File: src/include/appc_pkg.sv
// Constants shared by the audio post-processing command decoder files.
// Assumes 8-bit host port data and a 5-bit host register address.
package appc_pkg;
  // ----------------------------------------------------------------
  // Host port register addresses
  // ----------------------------------------------------------------
  localparam logic [4:0] ADDR_COMMAND = 5'h00;
  localparam logic [4:0] ADDR_PARAM = 5'h02;
  localparam logic [4:0] ADDR_DEC_STATUS = 5'h11;
  localparam logic [4:0] ADDR_FRAME_HDR = 5'h1B;
  localparam logic [4:0] ADDR_BOOST_RPT = 5'h1D;
  // ----------------------------------------------------------------
  // Command codes
  // ----------------------------------------------------------------
  localparam logic [7:0] CMD_BASS_BOOST = 8'h20;
  localparam logic [7:0] CMD_VOLUME = 8'h21;
  localparam logic [7:0] CMD_PRESCALE = 8'h22;
  localparam logic [7:0] CMD_BASS_GAIN = 8'h23;
  localparam logic [7:0] CMD_TREBLE_GAIN = 8'h24;
  localparam logic [7:0] CMD_BASS_CUT = 8'h25;
  localparam logic [7:0] CMD_TREBLE_CUT = 8'h26;
  localparam logic [7:0] CMD_TONE_ON = 8'h27;
  localparam logic [7:0] CMD_TONE_OFF = 8'h28;
  localparam logic [7:0] CMD_CRC_BYPASS = 8'h30;
  localparam logic [7:0] CMD_CRC_CHECK = 8'h31;
  localparam logic [7:0] CMD_EQ_BAND1 = 8'h40;
  localparam logic [7:0] CMD_EQ_BAND6 = 8'h45;
  localparam logic [7:0] CMD_EQ_ON = 8'h46;
  localparam logic [7:0] CMD_EQ_OFF = 8'h47;
  localparam logic [4:0] CMD_DAC_FMT_HI = 5'h10;
  // ----------------------------------------------------------------
  // Field positions and limits
  // ----------------------------------------------------------------
  localparam int DAC_I2S_BIT = 2;
  localparam int DAC_PL_BIT = 1;
  localparam int DAC_PB_BIT = 0;
  localparam logic [3:0] BOOST_CUT_MAX = 4'h6;
  localparam logic [3:0] BOOST_LVL_MAX = 4'hC;
  localparam logic [7:0] BOOST_CUT_OFS = 8'h06;
  // ----------------------------------------------------------------
  // Reset and forced values (gains in half-dB steps)
  // ----------------------------------------------------------------
  localparam logic [7:0] RST_BOOST = 8'hFF;
  localparam logic [7:0] RST_SETTING = 8'h00;
  localparam logic [7:0] BOOST_PRESCALE = 8'hE8;
  localparam logic [7:0] BOOST_TREBLE = 8'h00;
  localparam int EQ_BANDS = 6;
  // ----------------------------------------------------------------
  // Command engine states
  // ----------------------------------------------------------------
  typedef enum logic [1:0] {
    ST_IDLE = 2'b01,
    ST_EXEC = 2'b10
  } appc_state_t;
endpackage : appc_pkg

File: src/appc_boost_map.sv
// Bass boost parameter decoder: nibbles to tone filter settings.
// Assumes the caller registers the outputs.
`timescale 1ns/10ps
module appc_boost_map
  import appc_pkg::*;
(
  // Parameter byte
  input wire logic [7:0] param,
  // Decoded settings
  output logic valid,
  output logic [7:0] gain,
  output logic [7:0] cutoff
);
  logic [3:0] cut_sel;
  logic [3:0] lvl_sel;

  assign cut_sel = param[7:4];
  assign lvl_sel = param[3:0];
  // Level above 12 means no boost
  assign valid = (cut_sel <= BOOST_CUT_MAX) && (lvl_sel <= BOOST_LVL_MAX);
  // 1.5 dB per step is three half-dB units
  assign gain = {3'h0, lvl_sel, 1'b0} + {4'h0, lvl_sel};
  // 25u+50 Hz expressed as a 20+5n cutoff code: n = 5u+6
  assign cutoff = {2'h0, cut_sel, 2'h0} + {4'h0, cut_sel} + BOOST_CUT_OFS;
endmodule : appc_boost_map

File: src/appc_eq_mem.sv
// Equalizer band gain store with registered read data.
// Assumes a single writer; all entries reset to 0 dB.
`timescale 1ns/10ps
module appc_eq_mem #(
  parameter int DW = 8,
  parameter int DEPTH = 6,
  parameter int AW = 3
) (
  // Clock and reset
  input wire logic clk,
  input wire logic rst,
  // Write port
  input wire logic wr_en,
  input wire logic [AW-1:0] wr_idx,
  input wire logic [DW-1:0] wr_data,
  // Read port
  input wire logic [AW-1:0] rd_idx,
  output logic [DW-1:0] rd_data_r
);
  logic [DW-1:0] mem_r [DEPTH];

  genvar g;
  generate
    for (g = 0; g < DEPTH; g++)
    begin : g_entry
      always_ff @(posedge clk or posedge rst)
      begin
        if (rst)
          mem_r[g] <= '0;
        else if (wr_en && (wr_idx == AW'(g)))
          mem_r[g] <= wr_data;
      end
    end
  endgenerate

  // Out-of-range index reads zero
  always_ff @(posedge clk or posedge rst)
  begin
    if (rst)
      rd_data_r <= '0;
    else if (rd_idx < AW'(DEPTH))
      rd_data_r <= mem_r[rd_idx];
    else
      rd_data_r <= '0;
  end
endmodule : appc_eq_mem

File: src/appc_decoder.sv
// Host command decoder for audio post-processing settings.
// Assumes host strobes are synchronous one-cycle pulses on clk.
`timescale 1ns/10ps
module appc_decoder
  import appc_pkg::*;
(
  // Clock and reset
  input wire logic clk,
  input wire logic rst,
  // Host register port
  input wire logic hip_wr,
  input wire logic hip_rd,
  input wire logic [4:0] hip_addr,
  input wire logic [7:0] hip_wdata,
  output logic [7:0] hip_rdata,
  // Decoder core status
  input wire logic deemph_enable,
  input wire logic mute_off_flag,
  input wire logic [1:0] sample_rate_code,
  // Frame header from the stream parser
  input wire logic hdr_valid,
  input wire logic [1:0] chan_mode,
  input wire logic [1:0] joint_coding_method,
  input wire logic copyright_flag,
  input wire logic original_flag,
  input wire logic [1:0] deemph_type,
  // Frame CRC result, sampled at frame start
  input wire logic frame_start,
  input wire logic frame_crc_fail,
  // Filter settings
  output logic [7:0] volume,
  output logic [7:0] prescale,
  output logic prescale_active,
  output logic [7:0] bass_gain,
  output logic [7:0] treble_gain,
  output logic [7:0] bass_cutoff,
  output logic [7:0] treble_cutoff,
  output logic tone_enable,
  output logic crc_check,
  output logic frame_zero,
  // Equalizer
  output logic eq_enable,
  output logic eq_recompute,
  input wire logic [2:0] eq_rd_band,
  output logic [7:0] eq_rd_gain,
  // DAC format
  output logic dac_i2s,
  output logic polarity_l,
  output logic polarity_b
);
  // ----------------------------------------------------------------
  // Command capture
  // ----------------------------------------------------------------
  appc_state_t state_r;
  logic [7:0] cmd_r;
  logic [7:0] param_r;
  logic [7:0] bass_boost_report_r;
  logic boost_seen_r;
  logic [7:0] decoder_status_r;
  logic [7:0] frame_header_status_r;
  logic cmd_wr;
  logic exec;
  logic is_band;
  logic is_dac_fmt;
  logic boost_valid;
  logic [7:0] boost_gain;
  logic [7:0] boost_cut;

  assign cmd_wr = hip_wr && (hip_addr == ADDR_COMMAND);
  assign exec = (state_r == ST_EXEC);
  assign is_band = (cmd_r >= CMD_EQ_BAND1) && (cmd_r <= CMD_EQ_BAND6);
  assign is_dac_fmt = (cmd_r[7:3] == CMD_DAC_FMT_HI);

  // Parameter bytes only land in a holding register
  always_ff @(posedge clk or posedge rst)
  begin
    if (rst)
      param_r <= RST_SETTING;
    else if (hip_wr && (hip_addr == ADDR_PARAM))
      param_r <= hip_wdata;
  end

  // Only a command write starts execution
  always_ff @(posedge clk or posedge rst)
  begin
    if (rst)
    begin
      state_r <= ST_IDLE;
      cmd_r <= RST_SETTING;
    end
    else
    begin
      case (state_r)
        ST_IDLE:
          if (cmd_wr)
            state_r <= ST_EXEC;
        ST_EXEC:
          if (!cmd_wr)
            state_r <= ST_IDLE;
        default:
          state_r <= ST_IDLE;
      endcase
      if (cmd_wr)
        cmd_r <= hip_wdata;
    end
  end

  appc_boost_map u_boost_map (
    .param(param_r),
    .valid(boost_valid),
    .gain(boost_gain),
    .cutoff(boost_cut)
  );

  // ----------------------------------------------------------------
  // Tone control settings
  // ----------------------------------------------------------------
  // Codes not matched below fall through and leave settings alone
  always_ff @(posedge clk or posedge rst)
  begin
    if (rst)
    begin
      volume <= RST_SETTING;
      prescale <= RST_SETTING;
      bass_gain <= RST_SETTING;
      treble_gain <= RST_SETTING;
      bass_cutoff <= RST_SETTING;
      treble_cutoff <= RST_SETTING;
      tone_enable <= 1'b0;
      bass_boost_report_r <= RST_BOOST;
      boost_seen_r <= 1'b0;
    end
    else if (exec)
    begin
      case (cmd_r)
        CMD_BASS_BOOST:
        begin
          boost_seen_r <= 1'b1;
          if (boost_valid)
          begin
            bass_gain <= boost_gain;
            bass_cutoff <= boost_cut;
            treble_gain <= BOOST_TREBLE;
            prescale <= BOOST_PRESCALE;
            tone_enable <= 1'b1;
            bass_boost_report_r <= param_r;
          end
          else
          begin
            tone_enable <= 1'b0;
            bass_boost_report_r <= RST_BOOST;
          end
        end
        CMD_VOLUME:
          volume <= param_r;
        CMD_PRESCALE:
          prescale <= param_r;
        CMD_BASS_GAIN:
          bass_gain <= param_r;
        CMD_TREBLE_GAIN:
          treble_gain <= param_r;
        CMD_BASS_CUT:
          bass_cutoff <= param_r;
        CMD_TREBLE_CUT:
          treble_cutoff <= param_r;
        CMD_TONE_ON:
          tone_enable <= 1'b1;
        CMD_TONE_OFF:
        begin
          tone_enable <= 1'b0;
          bass_boost_report_r <= RST_BOOST;
        end
        default:
          boost_seen_r <= boost_seen_r;
      endcase
    end
  end

  // Prescale is flagged active while tone or EQ is on, and from the first bass boost command until reset
  always_ff @(posedge clk or posedge rst)
  begin
    if (rst)
      prescale_active <= 1'b0;
    else
      prescale_active <= tone_enable || eq_enable || boost_seen_r;
  end

  // ----------------------------------------------------------------
  // CRC policy and frame blanking
  // ----------------------------------------------------------------
  always_ff @(posedge clk or posedge rst)
  begin
    if (rst)
      crc_check <= 1'b1;
    else if (exec && (cmd_r == CMD_CRC_BYPASS))
      crc_check <= 1'b0;
    else if (exec && (cmd_r == CMD_CRC_CHECK))
      crc_check <= 1'b1;
  end

  // Blanking holds for the whole frame until the next frame start
  always_ff @(posedge clk or posedge rst)
  begin
    if (rst)
      frame_zero <= 1'b0;
    else if (frame_start)
      frame_zero <= crc_check && frame_crc_fail;
  end

  // ----------------------------------------------------------------
  // Equalizer
  // ----------------------------------------------------------------
  always_ff @(posedge clk or posedge rst)
  begin
    if (rst)
      eq_enable <= 1'b0;
    else if (exec && (cmd_r == CMD_EQ_ON))
      eq_enable <= 1'b1;
    else if (exec && (cmd_r == CMD_EQ_OFF))
      eq_enable <= 1'b0;
  end

  // One-cycle request to rebuild the correction matrix
  always_ff @(posedge clk or posedge rst)
  begin
    if (rst)
      eq_recompute <= 1'b0;
    else
      eq_recompute <= exec && is_band;
  end

  appc_eq_mem #(
    .DW(8),
    .DEPTH(EQ_BANDS),
    .AW(3)
  ) u_eq_mem (
    .clk(clk),
    .rst(rst),
    .wr_en(exec && is_band),
    .wr_idx(cmd_r[2:0]),
    .wr_data(param_r),
    .rd_idx(eq_rd_band),
    .rd_data_r(eq_rd_gain)
  );

  // ----------------------------------------------------------------
  // DAC format
  // ----------------------------------------------------------------
  always_ff @(posedge clk or posedge rst)
  begin
    if (rst)
    begin
      dac_i2s <= 1'b0;
      polarity_l <= 1'b0;
      polarity_b <= 1'b0;
    end
    else if (exec && is_dac_fmt)
    begin
      dac_i2s <= cmd_r[DAC_I2S_BIT];
      polarity_l <= cmd_r[DAC_PL_BIT];
      polarity_b <= cmd_r[DAC_PB_BIT];
    end
  end

  // ----------------------------------------------------------------
  // Status bytes and host read
  // ----------------------------------------------------------------
  always_ff @(posedge clk or posedge rst)
  begin
    if (rst)
      decoder_status_r <= RST_SETTING;
    else
      decoder_status_r <= {4'h0, deemph_enable, mute_off_flag,
                           sample_rate_code};
  end

  // Header byte tracks the most recently synchronised frame
  always_ff @(posedge clk or posedge rst)
  begin
    if (rst)
      frame_header_status_r <= RST_SETTING;
    else if (hdr_valid)
      frame_header_status_r <= {chan_mode, joint_coding_method,
                                copyright_flag, original_flag,
                                deemph_type};
  end

  always_ff @(posedge clk or posedge rst)
  begin
    if (rst)
      hip_rdata <= RST_SETTING;
    else if (hip_rd)
    begin
      case (hip_addr)
        ADDR_DEC_STATUS:
          hip_rdata <= decoder_status_r;
        ADDR_FRAME_HDR:
          hip_rdata <= frame_header_status_r;
        ADDR_BOOST_RPT:
          hip_rdata <= bass_boost_report_r;
        default:
          hip_rdata <= RST_SETTING;
      endcase
    end
  end

  // ----------------------------------------------------------------
  // Checks
  // ----------------------------------------------------------------
  property p_boost_valid;
    @(posedge clk) disable iff (rst)
    exec && (cmd_r == CMD_BASS_BOOST) && boost_valid |=>
      (treble_gain == BOOST_TREBLE) && (prescale == BOOST_PRESCALE)
      && tone_enable && (bass_gain == $past(boost_gain));
  endproperty
  a_boost_valid: assert property (p_boost_valid)
    else $error("valid boost did not set tone path");

  property p_boost_bad;
    @(posedge clk) disable iff (rst)
    exec && (cmd_r == CMD_BASS_BOOST) && !boost_valid |=>
      !tone_enable && $stable(bass_gain) && $stable(bass_cutoff)
      && $stable(prescale);
  endproperty
  a_boost_bad: assert property (p_boost_bad)
    else $error("invalid boost changed a setting");

  property p_tone_off;
    @(posedge clk) disable iff (rst)
    exec && (cmd_r == CMD_TONE_OFF) |=>
      (bass_boost_report_r == RST_BOOST) && !tone_enable;
  endproperty
  a_tone_off: assert property (p_tone_off)
    else $error("tone disable left boost report set");

  property p_gain_only;
    @(posedge clk) disable iff (rst)
    exec && (cmd_r == CMD_BASS_GAIN) |=>
      $stable(tone_enable) && $stable(prescale)
      && $stable(bass_boost_report_r);
  endproperty
  a_gain_only: assert property (p_gain_only)
    else $error("bass gain command touched other state");

  property p_param_only;
    @(posedge clk) disable iff (rst)
    hip_wr && (hip_addr == ADDR_PARAM) && !exec && !cmd_wr |=>
      $stable(volume) ##1 $stable(volume);
  endproperty
  a_param_only: assert property (p_param_only)
    else $error("parameter write alone changed volume");

  property p_pre_act;
    @(posedge clk) disable iff (rst)
    $rose(eq_enable) |=> prescale_active;
  endproperty
  a_pre_act: assert property (p_pre_act)
    else $error("prescale inactive with equalizer on");

  property p_recompute;
    @(posedge clk) disable iff (rst)
    cmd_wr && (hip_wdata >= CMD_EQ_BAND1) && (hip_wdata <= CMD_EQ_BAND6)
      |=> ##1 eq_recompute;
  endproperty
  a_recompute: assert property (p_recompute)
    else $error("band gain write gave no recompute");

  property p_bypass;
    @(posedge clk) disable iff (rst)
    !crc_check && frame_start |=> !frame_zero;
  endproperty
  a_bypass: assert property (p_bypass)
    else $error("frame blanked with CRC bypassed");

  property p_undef;
    @(posedge clk) disable iff (rst)
    exec && (cmd_r == 8'h50) |=>
      $stable(volume) && $stable(tone_enable) && $stable(eq_enable);
  endproperty
  a_undef: assert property (p_undef)
    else $error("undefined command changed a setting");
endmodule : appc_decoder

File: config.mk
export PLATFORM = sky130hd
export DESIGN_NAME = appc_decoder
export DESIGN_NICKNAME = d
export VERILOG_FILES = /design/src/include/appc_pkg.sv /design/src/appc_boost_map.sv /design/src/appc_eq_mem.sv /design/src/appc_decoder.sv
export SDC_FILE = /design/constraint.sdc
export NUM_CORES = 1
export LEC_CHECK = 0
export BUFFER_PORTS_ARGS = -buffer_cell sky130_fd_sc_hd__buf_2
export CAP_MARGIN = 5
export CORE_MARGIN = 2
export CORE_UTILIZATION = 25
export DETAILED_ROUTE_END_ITERATION = 10
export GPL_ROUTABILITY_DRIVEN = 0
export GPL_TIMING_DRIVEN = 1
export PLACE_DENSITY = 0.45
export SLEW_MARGIN = 20
export SYNTH_ARGS = -nofsm -noshare
export SYNTH_HDL_FRONTEND = slang
export SYNTH_SLANG_ARGS = --single-unit
export TNS_END_PERCENT = 1
File: constraint.sdc
create_clock -name clk -period 6.7 [get_ports clk]
set_input_delay 0.67 -clock clk [delete_from_list [all_inputs] [get_ports clk]]
set_output_delay 0.67 -clock clk [all_outputs]
set_load 0.005 [all_outputs]
Yosys cells after proc, flatten, opt, wreduce, memory -nomap -nowiden
Cells that the tools add are included.

Bits in latches: 0. Memories: 0. Output and inout bits: 73. Bits in read-only memories: 0. Flip-flop bits (word level): 160. Memory bits (writable): 0.

Eq/ne operators: 28. Shift operators: 0. Div/mod/pow operators: 0. $mul: 0. Reduce and logical (&&, ||, !) cells: 39. Bitwise operators: 1. Multiplexer cells: 24. $add $sub $neg: 3. $lt $le $gt $ge: 6.

Operator list (count): == test 8 x 6 -> 1 bit (second input constant) (11); case mux 8 bit (2 select lines) (5); 2-to-1 mux 8 bit (8); binary-select mux 8 bit (select 3 bit) (1); case mux 8 bit (3 select lines) (1); == test 5 bit (second input constant) (4); logical AND 1 bit (17); == test 8 x 7 -> 1 bit (second input constant) (2); nonzero test 2 bit (7); AND reduction 2 bit (6); AND reduction 3 bit (4); adder 8 x 3 -> 8 bit (second input constant) (1); >= comparator 8 x 7 -> 1 bit (second input constant) (1); less-or-equal comparator 8 x 7 -> 1 bit (second input constant) (1); adder 6 x 4 -> 7 bit (1); adder 5 x 4 -> 6 bit (1); == test 3 x 2 -> 1 bit (second input constant) (2); == test 3 bit (second input constant) (2); inequality test 2 bit (second input constant) (3); == test 5 x 2 -> 1 bit (second input constant) (1); zero test 5 bit (1); 2-to-1 mux 1 bit (5); >= comparator 4 bit (second input constant) (1); less-or-equal comparator 4 x 3 -> 1 bit (second input constant) (1); 12 further kinds (14).

Logic depth before layout (Yosys ltp)
Gate-level depths: netlist (run 1).

Depth after elaboration: 5. Gate-level depth with buffers: 9. Depth with buffers taken out: 7.

Hierarchy
Synthesis (run 1) repeated with hierarchy kept, for this count alone.

Cell total of the unflattened synthesis: 542. Area total of the unflattened synthesis: 7186.9 um^2.

Modules (own cells, without submodules): appc_decoder (area an instance 4366.7 um^2, cells an instance 333, times used 1, sequential area each 2615.0 um^2); appc_eq_mem (area an instance 2461.1 um^2, cells an instance 164, times used 1, sequential area each 1401.3 um^2); appc_boost_map (area an instance 359.1 um^2, cells an instance 45, times used 1, sequential area each 0.0 um^2).

Worst setup path before layout (run 1)
Ideal clock, no wire load.

Path kind: input to register. Start point: in eq_rd_band[0]. End point: reg u_eq_mem.rd_data_r[5]. Library setup time: 0.134 ns. Arrival: 1.988 ns. Path buffers: 2. Path slack: 4.578 ns. Stages on the path: 5. Path through: clkbuf_1 -> buf_2 -> mux4_2 -> inv_1 -> o22ai_1.

Cells in the longest elaborated chain, start to end: 5. Elaborated cells on any way between the ends: 6. Classes of those cells: order compare: 1; mux: 4; bitwise: 1.

Ends and longest elaborated chain: from (decl) (RTL line appc_decoder.sv:44) `input wire logic [2:0] eq_rd_band,`; NOT 3 -> 4 bit (implied by the code) (RTL line appc_eq_mem.sv:42) `rd_data_r <= mem_r[rd_idx];`; binary-select mux 8 bit (select 3 bit) (RTL line appc_eq_mem.sv:42); 2-to-1 mux 8 bit (implied by the code) (2 in series) (RTL line appc_eq_mem.sv:42); 2-to-1 mux 8 bit (*) (RTL line appc_eq_mem.sv:41) `else if (rd_idx < AW'(DEPTH))`; to (signal assigned) (RTL line appc_eq_mem.sv:42); to (decl) (RTL line appc_eq_mem.sv:18) `output logic [DW-1:0] rd_data_r`.

Mark *: on every way between the ends. The rest lies on a longest branch, timed or not. The select of a mux whose other input is x is not followed. A chain may end at the register's enable or synchronous reset.

Worst setup path after layout (run 1)
Start point: reg cmd_r[7]. End point: reg prescale[7].

Cells in the longest elaborated chain, start to end: 3. Elaborated cells on any way between the ends: 6. Classes of those cells: eq/ne: 3; mux: 1; reduce/logical: 2.

Ends and longest elaborated chain: from (decl) (RTL line appc_decoder.sv:55) `logic [7:0] cmd_r;`; from (signal assigned) (RTL line appc_decoder.sv:104) `cmd_r <= hip_wdata;`; == test 8 x 6 -> 1 bit (RTL line appc_decoder.sv:135) `case (cmd_r)`; inequality test 2 bit (no source line) or nonzero test 2 bit (tied branches); AND reduction 3 bit (no source line); to (signal assigned) (RTL line appc_decoder.sv:157) `prescale <= param_r;`; to (decl) (RTL line appc_decoder.sv:32) `output logic [7:0] prescale,`.

Parallel ways exist; a longest one is shown, timed or not.

==> reports/metrics.csv, run 1 <==
stage,metric,value,unit
layout,Fillers,2897,
power_and_ir_drop,Psw,0.6393,mW
sta,Slew HR,0.2537,
power_and_ir_drop,Int Pwr,1.647,mW
floorplanning,Core Box Area,27710,sq um
hold_path,WHS Path Cells,1,
yosys,Post-synth EDFFs,0,
clock_network,Post-CTS Hold Fix Bufs,0,
power_and_ir_drop,Sw Share,0.2796,
yosys,top cell type's share of synthesized area,0.5351,
yosys,ys flop type,dfrtp_1,
job,max cap viols,0,
clock_network,total CTS buffers,17,
yosys,Syn. warnings,0,
yosys,register area share after synthesis,0.5726,
yosys,Cells after Synth,565,
routing,WL/cell,18.05,microns
power_and_ir_drop,Max VDD drop,0.1697,mV
floorplanning,Die X,171.5,microns
yosys,Synthesized Nets,610,
clock_network,CTS tree,yes,
floorplanning,Die Area,29410,sq um
worst_setup_path,R2R depth,5,
power_and_ir_drop,Seq pwr share,0.472,
clock_network,Clock Path Buffers,2,
routing,drt initial violations,249,
floorplanning,num rows,61,
layout,n_diodes,0,
global_route,Tot GR Track Use,0.1331,
sta,final hold viol count,0,
layout,share of cells above drive strength 1,0.3776,
sta,"Slew Viols, Final",0,
outcome,status,"complete, no violations",
worst_setup_path,CP startpoint kind,register,
clock_network,htree depth,4,
sta,period utilization,0.3788,
floorplanning,Ports,108,
power_and_ir_drop,leakage power,4.118,nW
worst_setup_path,Worst Path Max Fanout,16,
power_and_ir_drop,power consumption,2.286,mW
floorplanning,starting density of the core,0.2532,
routing,final wirelength,18920,microns
global_route,Overflow after GRT,0,
sta,Tmin final,2538,ps
power_and_ir_drop,Gate power share,0.096,
global_route,pin count of the biggest net entering global routing,89,
routing,drt via density,4.501,
layout,most frequent cells in the layout,"dfrtp_1, buf_2, mux2_2, nand2_1, inv_1",
yosys,top post-synthesis cells by area,"dfrtp_1, mux2_2, dfstp_2",
layout,Area Overhead vs Synth,21.21,%
sta,RSZ-0062 raised after global routing,false,
routing,DRT antenna net count,0,
worst_setup_path,critical path class,reg2reg,
clock_network,"Clk Latency, worst-skew pair",440,ps
power_and_ir_drop,Pwr Density,268.9,nW/um^2
placement,PortBufs,107,
clock_network,post-CTS setup buffer count,0,
yosys,Synth Cell Area,7014,sq um
yosys,"Async S/R FF share, synth",1.000,
clock_network,Worst-path clk slew,70,ps
yosys,count of cell types in the netlist,52,
layout,Finished Core Util,0.3069,
sta,Clock Skew,14.56,ps
global_route,initial antenna violation count,0,
layout,Layout Nets,702,
routing,DRT Pass-1 Iters,4,
layout,most flop-heavy register,u_eq_mem.mem_r,
layout,max FFs per register,48,
sta,final setup fails,0,
clock_network,clk sinks,160,
power_and_ir_drop,clock power share,0.432,
global_route,first-pass GRT wire length,29210,microns
worst_setup_path,CP Capture Type,register,
sta,Fmax achieved,0.3940,GHz
placement,Final HPWL DP,13020,microns
clock_network,CTS-repair resized insts,0,
routing,DRC,0,
global_route,vias in the first global route,4851,
sta,Final TNS setup,0,ps
worst_setup_path,"setup slack, reg-to-reg",4160,ps
hold_path,Hold Path Class,in2reg,
yosys,Yosys top cell by area,dfrtp_1,
sta,Worst Max-Slew Pin Slew,1117,ps
layout,"commonest non-fill, non-tap cell in the layout",dfrtp_1,
clock_network,Root Buffer,clkbuf_16,
routing,Via Count,4717,
worst_setup_path,critical path required time,7000,ps
floorplanning,chip height,171.5,microns
yosys,number of synthesized register bits,160,
yosys,Post-Syn Area per Cell,12.41,sq um
worst_setup_path,arrival time at the worst endpoint,2840,ps
metrics by stage:
stage	area (sq um)	hold slack [ps]	cells	worst slack, ps
after floorplan	7014	421.8	565	1727
after CTS	8488	318.3	1048	3943
after global placement	7901	460.8	1016	3976
after global routing	8502	319.6	1048	3975
final	8502	336.8	1048	4162
after detailed placement	7901	465.6	1016	3946
final timing paths:
check,startpoint,endpoint
hold reg to reg,treble_gain[2]$_DFFE_PP0P_,treble_gain[2]$_DFFE_PP0P_
min in group asynchronous,rst,u_eq_mem.rd_data_r[0]$_DFF_PP0_
setup reg to reg,cmd_r[7]$_DFFE_PP0P_,prescale[7]$_DFFE_PP0P_
hold / removal,deemph_enable,decoder_status_r[3]$_DFF_PP0_
max in group asynchronous,rst,param_r[4]$_DFFE_PP0P_
setup / recovery,cmd_r[7]$_DFFE_PP0P_,prescale[7]$_DFFE_PP0P_
Yosys cell counts (2+ instances only):
library cell and instances:
a21o_1 3, a21oi_1 20, a222oi_1 4, a22o_1 2
a22oi_1 4, a31oi_1 2, and2_1 2, buf_1 4
buf_2 3, clkbuf_1 27, dfrtp_1 150, dfstp_2 10
fa_1 2, ha_1 8, inv_1 29, mux2_2 90
mux2i_1 13, mux4_2 8, nand2_1 47, nand2b_1 6
nand3_1 8, nand3b_1 2, nand4_1 3, nand4b_1 2
nor2_1 20, nor2b_1 8, nor3_1 7, nor3b_1 2
nor4_1 3, nor4b_2 2, o21ai_0 26, o22a_1 7
o22ai_1 12, o31ai_1 5, or3_1 2, or4_1 2
xnor2_1 5
area by class of cell:
type	count	area, sq um	area share
inverters	29	113.9	0.01339
repair buffers	109	550.5	0.06475
clock inverters	13	153.9	0.01810
multi-input cells	340	2761	0.3248
flip-flops and latches	160	4016	0.4724
clock buffers	19	432.9	0.05092
well taps	378	473.0	0.05563
worst max-delay path, stage by stage (launching register included):
cell	delay (ps)
dfrtp_1	440
nor4b_4	520
nand3b_1	220
or4_1	790
nor3_1	360
a21oi_1	70
power groups by stage:
stage,combinational [mW],sequential [mW],clock (mW)
floorplan,0.193,1.03,0
global placement,0.225,1.10,0
detailed placement,0.223,1.10,0
CTS,0.224,1.08,1.01
global route,0.251,1.09,1.05
finish,0.220,1.08,0.987
per-layer routing:
| metal | GRT usage | routed length (microns) | part of all wire |
|---|---|---|---|
| met5 | 0 | 0 | 0 |
| met4 | 0.02874 | 185 | 0.0098 |
| met3 | 0.02899 | 577 | 0.031 |
| met2 | 0.2165 | 9150 | 0.48 |
| met1 | 0.1819 | 9000 | 0.48 |
cells by family after synthesis:
family	synth area share
flip-flops	0.5726
AND/OR/NAND/NOR	0.08812
multiplexers	0.1887
AO/OA/AOI/OAI	0.08330
buffers and inverters	0.03657
adder cells (fa/ha/maj)	0.01998
XOR/XNOR	0.01070
Note: power is estimated with default switching activity, not from simulation.
==> run 2: changes to the inputs <==
--- a/config.mk
+++ b/config.mk
@@ -12,7 +12,7 @@
 export DETAILED_ROUTE_END_ITERATION = 10
 export GPL_ROUTABILITY_DRIVEN = 0
 export GPL_TIMING_DRIVEN = 1
-export PLACE_DENSITY = 0.45
+export PLACE_DENSITY = 0.46
 export SLEW_MARGIN = 20
 export SYNTH_ARGS = -nofsm -noshare
 export SYNTH_HDL_FRONTEND = slang
==> constraint.sdc (replaced) <==
create_clock -name clk -period 2.2 [get_ports clk]
set_input_delay 0.22 -clock clk [delete_from_list [all_inputs] [get_ports clk]]
set_output_delay 0.22 -clock clk [all_outputs]
set_load 0.005 [all_outputs]
==> reports/metrics.csv, run 2 (synthesis results as in run 1) <==
stage,metric,value,unit,change
worst_setup_path,R2R depth,6,,+1
layout,max FFs per register,48,,unchanged
placement,total placed instance area,8253,sq um,+4.4%
job,max cap viols,0,,unchanged
sta,period utilization,0.9322,,+0.5534
global_route,pin count of the biggest net entering global routing,62,,-30%
floorplanning,num rows,61,,unchanged
worst_setup_path,CP Cell Sequence,nor4b_4 -> nand3b_1 -> or4_1 -> buf_4 -> nor3_1 -> a21oi_1,,
layout,Final Cell Area,9010,sq um,+6.0%
worst_setup_path,Worst Path Max Fanout,16,,unchanged
placement,Final HPWL DP,13420,microns,+3.1%
clock_network,htree depth,4,,unchanged
worst_setup_path,"delay-heaviest family, CP",simple AND/OR/NAND/NOR gates,,
hold_path,Hold EP,frame_header_status_r[2]$_DFFE_PP0P_,,
global_route,initial antenna violation count,0,,unchanged
clock_network,Worst-path clk slew,70,ps,about the same
sta,Worst Max-Slew Pin Slew,550.1,ps,-567.0 ps
worst_setup_path,arrival time at the worst endpoint,2360,ps,-480 ps
layout,Finished Core Util,0.3252,,+0.01833
layout,Storage cell area,4018,sq um,about the same
sta,final setup fails,0,,unchanged
sta,final setup margin,149.2,ps,-4013 ps
sta,"Slew Viols, Final",0,,unchanged
layout,Area Overhead vs Synth,28.45,%,
power_and_ir_drop,clock power share,0.452,,+0.020
power_and_ir_drop,Psw,1.989,mW,+210%
layout,most flop-heavy register,u_eq_mem.mem_r,,
sta,hold slack final,20.73,ps,-316.1 ps
sta,RSZ-0062 raised after global routing,true,,
worst_setup_path,"Slowest-stage cell, CP",or4_1,,
routing,DRT antenna net count,0,,unchanged
power_and_ir_drop,Max VDD drop,0.4707,mV,+180%
worst_setup_path,"setup slack, reg-to-reg",150,ps,-4010 ps
sta,Slew HR,0.6301,,+0.3764
global_route,Overflow after GRT,0,,unchanged
outcome,status,"complete, no violations",,
global_route,Tot GR Track Use,0.1316,,-0.001492
clock_network,clk sinks,160,,unchanged
hold_path,Hold Path Class,in2reg,,
sta,final hold viol count,0,,unchanged
clock_network,Root Buffer,clkbuf_16,,
routing,WL/cell,16.86,microns,-6.6%
layout,Fillers,2773,,-4.3%
floorplanning,starting density of the core,0.2532,,unchanged
worst_setup_path,critical path class,reg2reg,,
routing,final wirelength,18500,microns,-2.2%
power_and_ir_drop,Pwr Density,830.2,nW/um^2,+210%
hold_path,Hold Path Origin,original_flag,,
routing,Via Count,4773,,+1.2%
clock_network,"Clk Latency, worst-skew pair",430,ps,about the same
worst_setup_path,CP Capture Type,register,,
floorplanning,Ports,108,,unchanged
routing,drt initial violations,224,,-10%
floorplanning,Die X,171.5,microns,unchanged
hold_path,WHS Path Cells,2,,+1
sta,Tmin final,2051,ps,-487.0 ps
power_and_ir_drop,leakage power,4.402,nW,+6.9%
floorplanning,chip height,171.5,microns,unchanged
routing,DRT Pass-1 Iters,4,,unchanged
layout,Layout Nets,751,,+7.0%
worst_setup_path,critical path required time,2510,ps,-4490 ps
worst_setup_path,Crit Reg-Reg Startpoint,cmd_r[4]$_DFFE_PP0P_,,
worst_setup_path,Worst Path Buf+Inv,1,,+1
worst_setup_path,slowest cell delay on critical path,510,ps,-280 ps
floorplanning,Die Area,29410,sq um,unchanged
layout,n_diodes,0,,unchanged
routing,drt via density,4.351,,-3.3%
layout,"commonest non-fill, non-tap cell in the layout",dfrtp_1,,
worst_setup_path,CP startpoint kind,register,,
placement,PortBufs,107,,unchanged
layout,share of cells above drive strength 1,0.4172,,+0.03963
sta,Clock Skew,9.915,ps,-4.643 ps
clock_network,total CTS buffers,17,,unchanged
layout,area taken by multi-input logic gates,2763,sq um,about the same
worst_setup_path,Critical R2R Capture,prescale[6]$_DFFE_PP0P_,,
power_and_ir_drop,Int Pwr,5.491,mW,+230%
global_route,vias in the first global route,4830,,-0.43%
global_route,first-pass GRT wire length,28910,microns,-1.0%
layout,most frequent cells in the layout,"dfrtp_1, buf_2, mux2_2, nand2_1, buf_4",,
clock_network,Clock Path Buffers,2,,unchanged
placement,pre-CTS setup slack,111.1,ps,-3835 ps
power_and_ir_drop,Seq pwr share,0.419,,-0.053
floorplanning,Core Box Area,27710,sq um,unchanged
routing,DRC,0,,unchanged
sta,Fmax achieved,0.4876,GHz,+24%
power_and_ir_drop,Gate power share,0.129,,+0.033
clock_network,CTS tree,yes,,
power_and_ir_drop,Sw Share,0.2659,,-0.01373
-- run 2: cell types whose count changed in the layout (fill, tap and decap cells not counted), sizes merged --
cell / delta
buf: +42
bufinv: +3
clkinv: -4
clkinvlp: +1
clkbuf: -2
dlygate4sd3: +7
inv: +2
-- run 2: what timing repair did --
action	in CTS	in global routing
gates resized for setup	0	4
hold endpoints to repair	11	0
hold buffers	7	0
buffers inserted	0	0
endpoints found under the setup margin	0	18
-- run 2: cell type report --
class,instances,area share
flip-flops and latches,160,0.4459
multi-input cells,340,0.3066
repair buffers,158,0.1080
well taps,378,0.05249
clock buffers,17,0.04722
clock inverters,15,0.02722
inverters,29,0.01250
-- run 2: routing by layer --
| layer | vias up | wire length [microns] | GRT usage |
|---|---|---|---|
| met4 | 0 | 166 | 0.03427 |
| met3 | 12 | 565 | 0.02715 |
| met1 | 2375 | 8586 | 0.1785 |
| li1 | 2292 | - | - |
| met5 | - | 0 | 0 |
| met2 | 94 | 9177 | 0.2142 |
-- run 2: worst max path at each step --
stage                         startpoint                           end  slack [ps]  depth (start not counted)
CTS                 cmd_r[7]$_DFFE_PP0P_    treble_gain[7]$_DFFE_PP0P_         100                          6
finish              cmd_r[4]$_DFFE_PP0P_       prescale[6]$_DFFE_PP0P_         150                          6
global route        cmd_r[7]$_DFFE_PP0P_  treble_cutoff[2]$_DFFE_PP0P_          -9                          6
floorplan                            rst    bass_cutoff[0]$_DFFE_PP0P_         -40                          1
global placement    cmd_r[7]$_DFFE_PP0P_    treble_gain[3]$_DFFE_PP0P_         150                          6
detailed placement  cmd_r[7]$_DFFE_PP0P_    treble_gain[7]$_DFFE_PP0P_         110                          6
-- run 2: stage by stage --
stage / total power, mW / cells / TNS, ps
after floorplan: 3.733 / 565 / -6101
after global placement: 4.169 / 1058 / 0
after detailed placement: 4.171 / 1058 / 0
after CTS: 7.592 / 1097 / 0
after global routing: 7.817 / 1097 / -22.93
final: 7.480 / 1097 / 0
-- run 2: power by group through the flow --
stage | sequential, mW | combinational (mW) | clock [mW]
after floorplan | 3.14 | 0.588 | 0
after global placement | 3.19 | 0.980 | 0
after detailed placement | 3.19 | 0.978 | 0
after CTS | 3.14 | 0.989 | 3.47
after global routing | 3.15 | 1.07 | 3.60
final | 3.14 | 0.966 | 3.38
==> run 3: changes to the inputs <==
--- a/config.mk
+++ b/config.mk
@@ -12,6 +12,7 @@
 export DETAILED_ROUTE_END_ITERATION = 10
 export GPL_ROUTABILITY_DRIVEN = 0
 export GPL_TIMING_DRIVEN = 1
+export MAX_ROUTING_LAYER = met4
 export PLACE_DENSITY = 0.46
 export SLEW_MARGIN = 20
 export SYNTH_ARGS = -nofsm -noshare
==> reports/metrics.csv, run 3 (synthesis results as in run 1) <==
stage,metric,value,unit,change
outcome,status,"complete, no violations",,
routing,drt initial violations,251,,+12%
routing,drt via density,4.377,,+0.61%
worst_setup_path,critical path required time,2510,ps,about the same
worst_setup_path,slowest cell delay on critical path,510,ps,about the same
worst_setup_path,arrival time at the worst endpoint,2350,ps,about the same
clock_network,clk sinks,160,,unchanged
placement,pre-CTS setup slack,111.1,ps,unchanged
layout,"commonest non-fill, non-tap cell in the layout",dfrtp_1,,
sta,period utilization,0.9287,,-0.003500
floorplanning,Die Area,29410,sq um,unchanged
routing,Via Count,4802,,+0.61%
layout,share of cells above drive strength 1,0.4172,,unchanged
layout,most flop-heavy register,u_eq_mem.mem_r,,
layout,n_diodes,0,,unchanged
sta,"Slew Viols, Final",0,,unchanged
layout,Layout Nets,751,,unchanged
power_and_ir_drop,Psw,1.994,mW,+0.23%
power_and_ir_drop,clock power share,0.451,,about the same
sta,final setup fails,0,,unchanged
power_and_ir_drop,Seq pwr share,0.419,,about the same
floorplanning,Die X,171.5,microns,unchanged
layout,Area Overhead vs Synth,28.45,%,unchanged
worst_setup_path,Worst Path Buf+Inv,1,,unchanged
global_route,vias in the first global route,4816,,-0.29%
power_and_ir_drop,Pwr Density,830.7,nW/um^2,about the same
sta,Slew HR,0.6195,,-0.01062
sta,Worst Max-Slew Pin Slew,565.9,ps,+15.79 ps
worst_setup_path,CP Cell Sequence,nor4b_4 -> nand3b_1 -> or4_1 -> buf_4 -> nor3_1 -> a21oi_1,,
worst_setup_path,Worst Path Max Fanout,16,,unchanged
floorplanning,starting density of the core,0.2532,,unchanged
sta,Clock Skew,10.15,ps,+0.2389 ps
global_route,initial antenna violation count,0,,unchanged
floorplanning,Ports,108,,unchanged
sta,Tmin final,2043,ps,-7.700 ps
worst_setup_path,critical path class,reg2reg,,
clock_network,"Clk Latency, worst-skew pair",430,ps,about the same
routing,final wirelength,18580,microns,+0.46%
power_and_ir_drop,Max VDD drop,0.4732,mV,+0.53%
power_and_ir_drop,Gate power share,0.129,,about the same
worst_setup_path,"Slowest-stage cell, CP",or4_1,,
clock_network,Worst-path clk slew,70,ps,about the same
sta,final setup margin,156.9,ps,+7.700 ps
sta,final hold viol count,0,,unchanged
layout,max FFs per register,48,,unchanged
global_route,Overflow after GRT,0,,unchanged
floorplanning,num rows,61,,unchanged
global_route,first-pass GRT wire length,28950,microns,+0.14%
power_and_ir_drop,Int Pwr,5.491,mW,about the same
global_route,Tot GR Track Use,0.1357,,+0.004111
clock_network,Clock Path Buffers,2,,unchanged
routing,DRT Pass-1 Iters,5,,+1
floorplanning,chip height,171.5,microns,unchanged
global_route,pin count of the biggest net entering global routing,62,,unchanged
placement,Final HPWL DP,13420,microns,unchanged
floorplanning,Core Box Area,27710,sq um,unchanged
routing,WL/cell,16.94,microns,+0.46%
job,max cap viols,0,,unchanged
layout,Finished Core Util,0.3252,,unchanged
hold_path,Hold Path Class,in2reg,,
clock_network,htree depth,4,,unchanged
placement,PortBufs,107,,unchanged
sta,Fmax achieved,0.4895,GHz,+0.38%
worst_setup_path,"delay-heaviest family, CP",simple AND/OR/NAND/NOR gates,,
routing,DRC,0,,unchanged
power_and_ir_drop,leakage power,4.402,nW,unchanged
power_and_ir_drop,power consumption,7.485,mW,about the same
worst_setup_path,CP Capture Type,register,,
clock_network,post-CTS setup buffer count,0,,unchanged
clock_network,CTS tree,yes,,
sta,RSZ-0062 raised after global routing,true,,
clock_network,Root Buffer,clkbuf_16,,
power_and_ir_drop,Sw Share,0.2664,,+0.0004406
clock_network,total CTS buffers,17,,unchanged
layout,most frequent cells in the layout,"dfrtp_1, buf_2, mux2_2, nand2_1, buf_4",,
routing,DRT antenna net count,0,,unchanged
worst_setup_path,CP startpoint kind,register,,
run 3: cell counts in the layout (fill, tap and decap cells not counted):
No cell type changed its count.
run 3: what timing repair did:
| item | CTS | global route |
|---|---|---|
| hold buffers | 7 | 0 |
| resized for setup | 0 | 4 |
| endpoints found under the setup margin | 0 | 18 |
| endpoints found under the hold margin | 11 | 0 |
run 3: final cells by class:
class | instances | area [sq um]
Multi-Input combinational cell | 340 | 2763
Inverter | 29 | 112.6
Timing Repair Buffer | 158 | 973.4
Clock buffer | 17 | 425.4
Clock inverter | 15 | 245.2
Sequential cell | 160 | 4018
Tap cell | 378 | 473.0
Fill cell | 2773 | 18700
run 3: routing by layer:
| metal | track usage | vias to the layer above | part of all wire | routed length, microns |
|---|---|---|---|---|
| li1 | - | 2297 | - | - |
| met1 | 0.1804 | 2406 | 0.47 | 8722 |
| met2 | 0.2130 | 87 | 0.49 | 9179 |
| met3 | 0.02692 | 12 | 0.027 | 510 |
| met4 | 0.03427 | 0 | 0.0090 | 168 |
| met5 | - | - | 0 | 0 |
run 3: path summary, 6_finish.rpt:
kind,start,endpoint,slack (ps),depth (start not counted)
setup reg to reg,cmd_r[4]$_DFFE_PP0P_,prescale[6]$_DFFE_PP0P_,160,6
max in group asynchronous,rst,crc_check$_DFFE_PP1P_,1260,4
hold / removal,joint_coding_method[0],frame_header_status_r[4]$_DFFE_PP0P_,20,2
setup / recovery,cmd_r[4]$_DFFE_PP0P_,prescale[6]$_DFFE_PP0P_,160,6
hold reg to reg,boost_seen_r$_DFFE_PP0P_,boost_seen_r$_DFFE_PP0P_,450,1
min in group asynchronous,rst,u_eq_mem.mem_r[35]$_DFFE_PP0P_,300,3
run 3: power groups by stage:
stage | clock, mW | combinational (mW) | sequential, mW
floorplan | 0 | 0.588 | 3.14
global placement | 0 | 0.980 | 3.19
detailed placement | 0 | 0.978 | 3.19
CTS | 3.47 | 0.989 | 3.14
global route | 3.60 | 1.07 | 3.15
finish | 3.38 | 0.968 | 3.14
run 3: through the flow:
stage               cells  hold slack [ps]  TNS [ps]  area (sq um)
floorplan             565            251.4     -6101          7018
global placement     1058            195.1         0          8253
detailed placement   1058            196.8         0          8253
CTS                  1097            1.690         0          8994
global route         1097            4.869    -21.75          9010
finish               1097            20.64         0          9010
run 3: worst register-to-register path, stage by stage (launching register included):
cell and delay [ps]:
dfrtp_2 440, nor4b_4 370, nand3b_1 160, or4_1 510, buf_4 210, nor3_1 160
a21oi_1 60
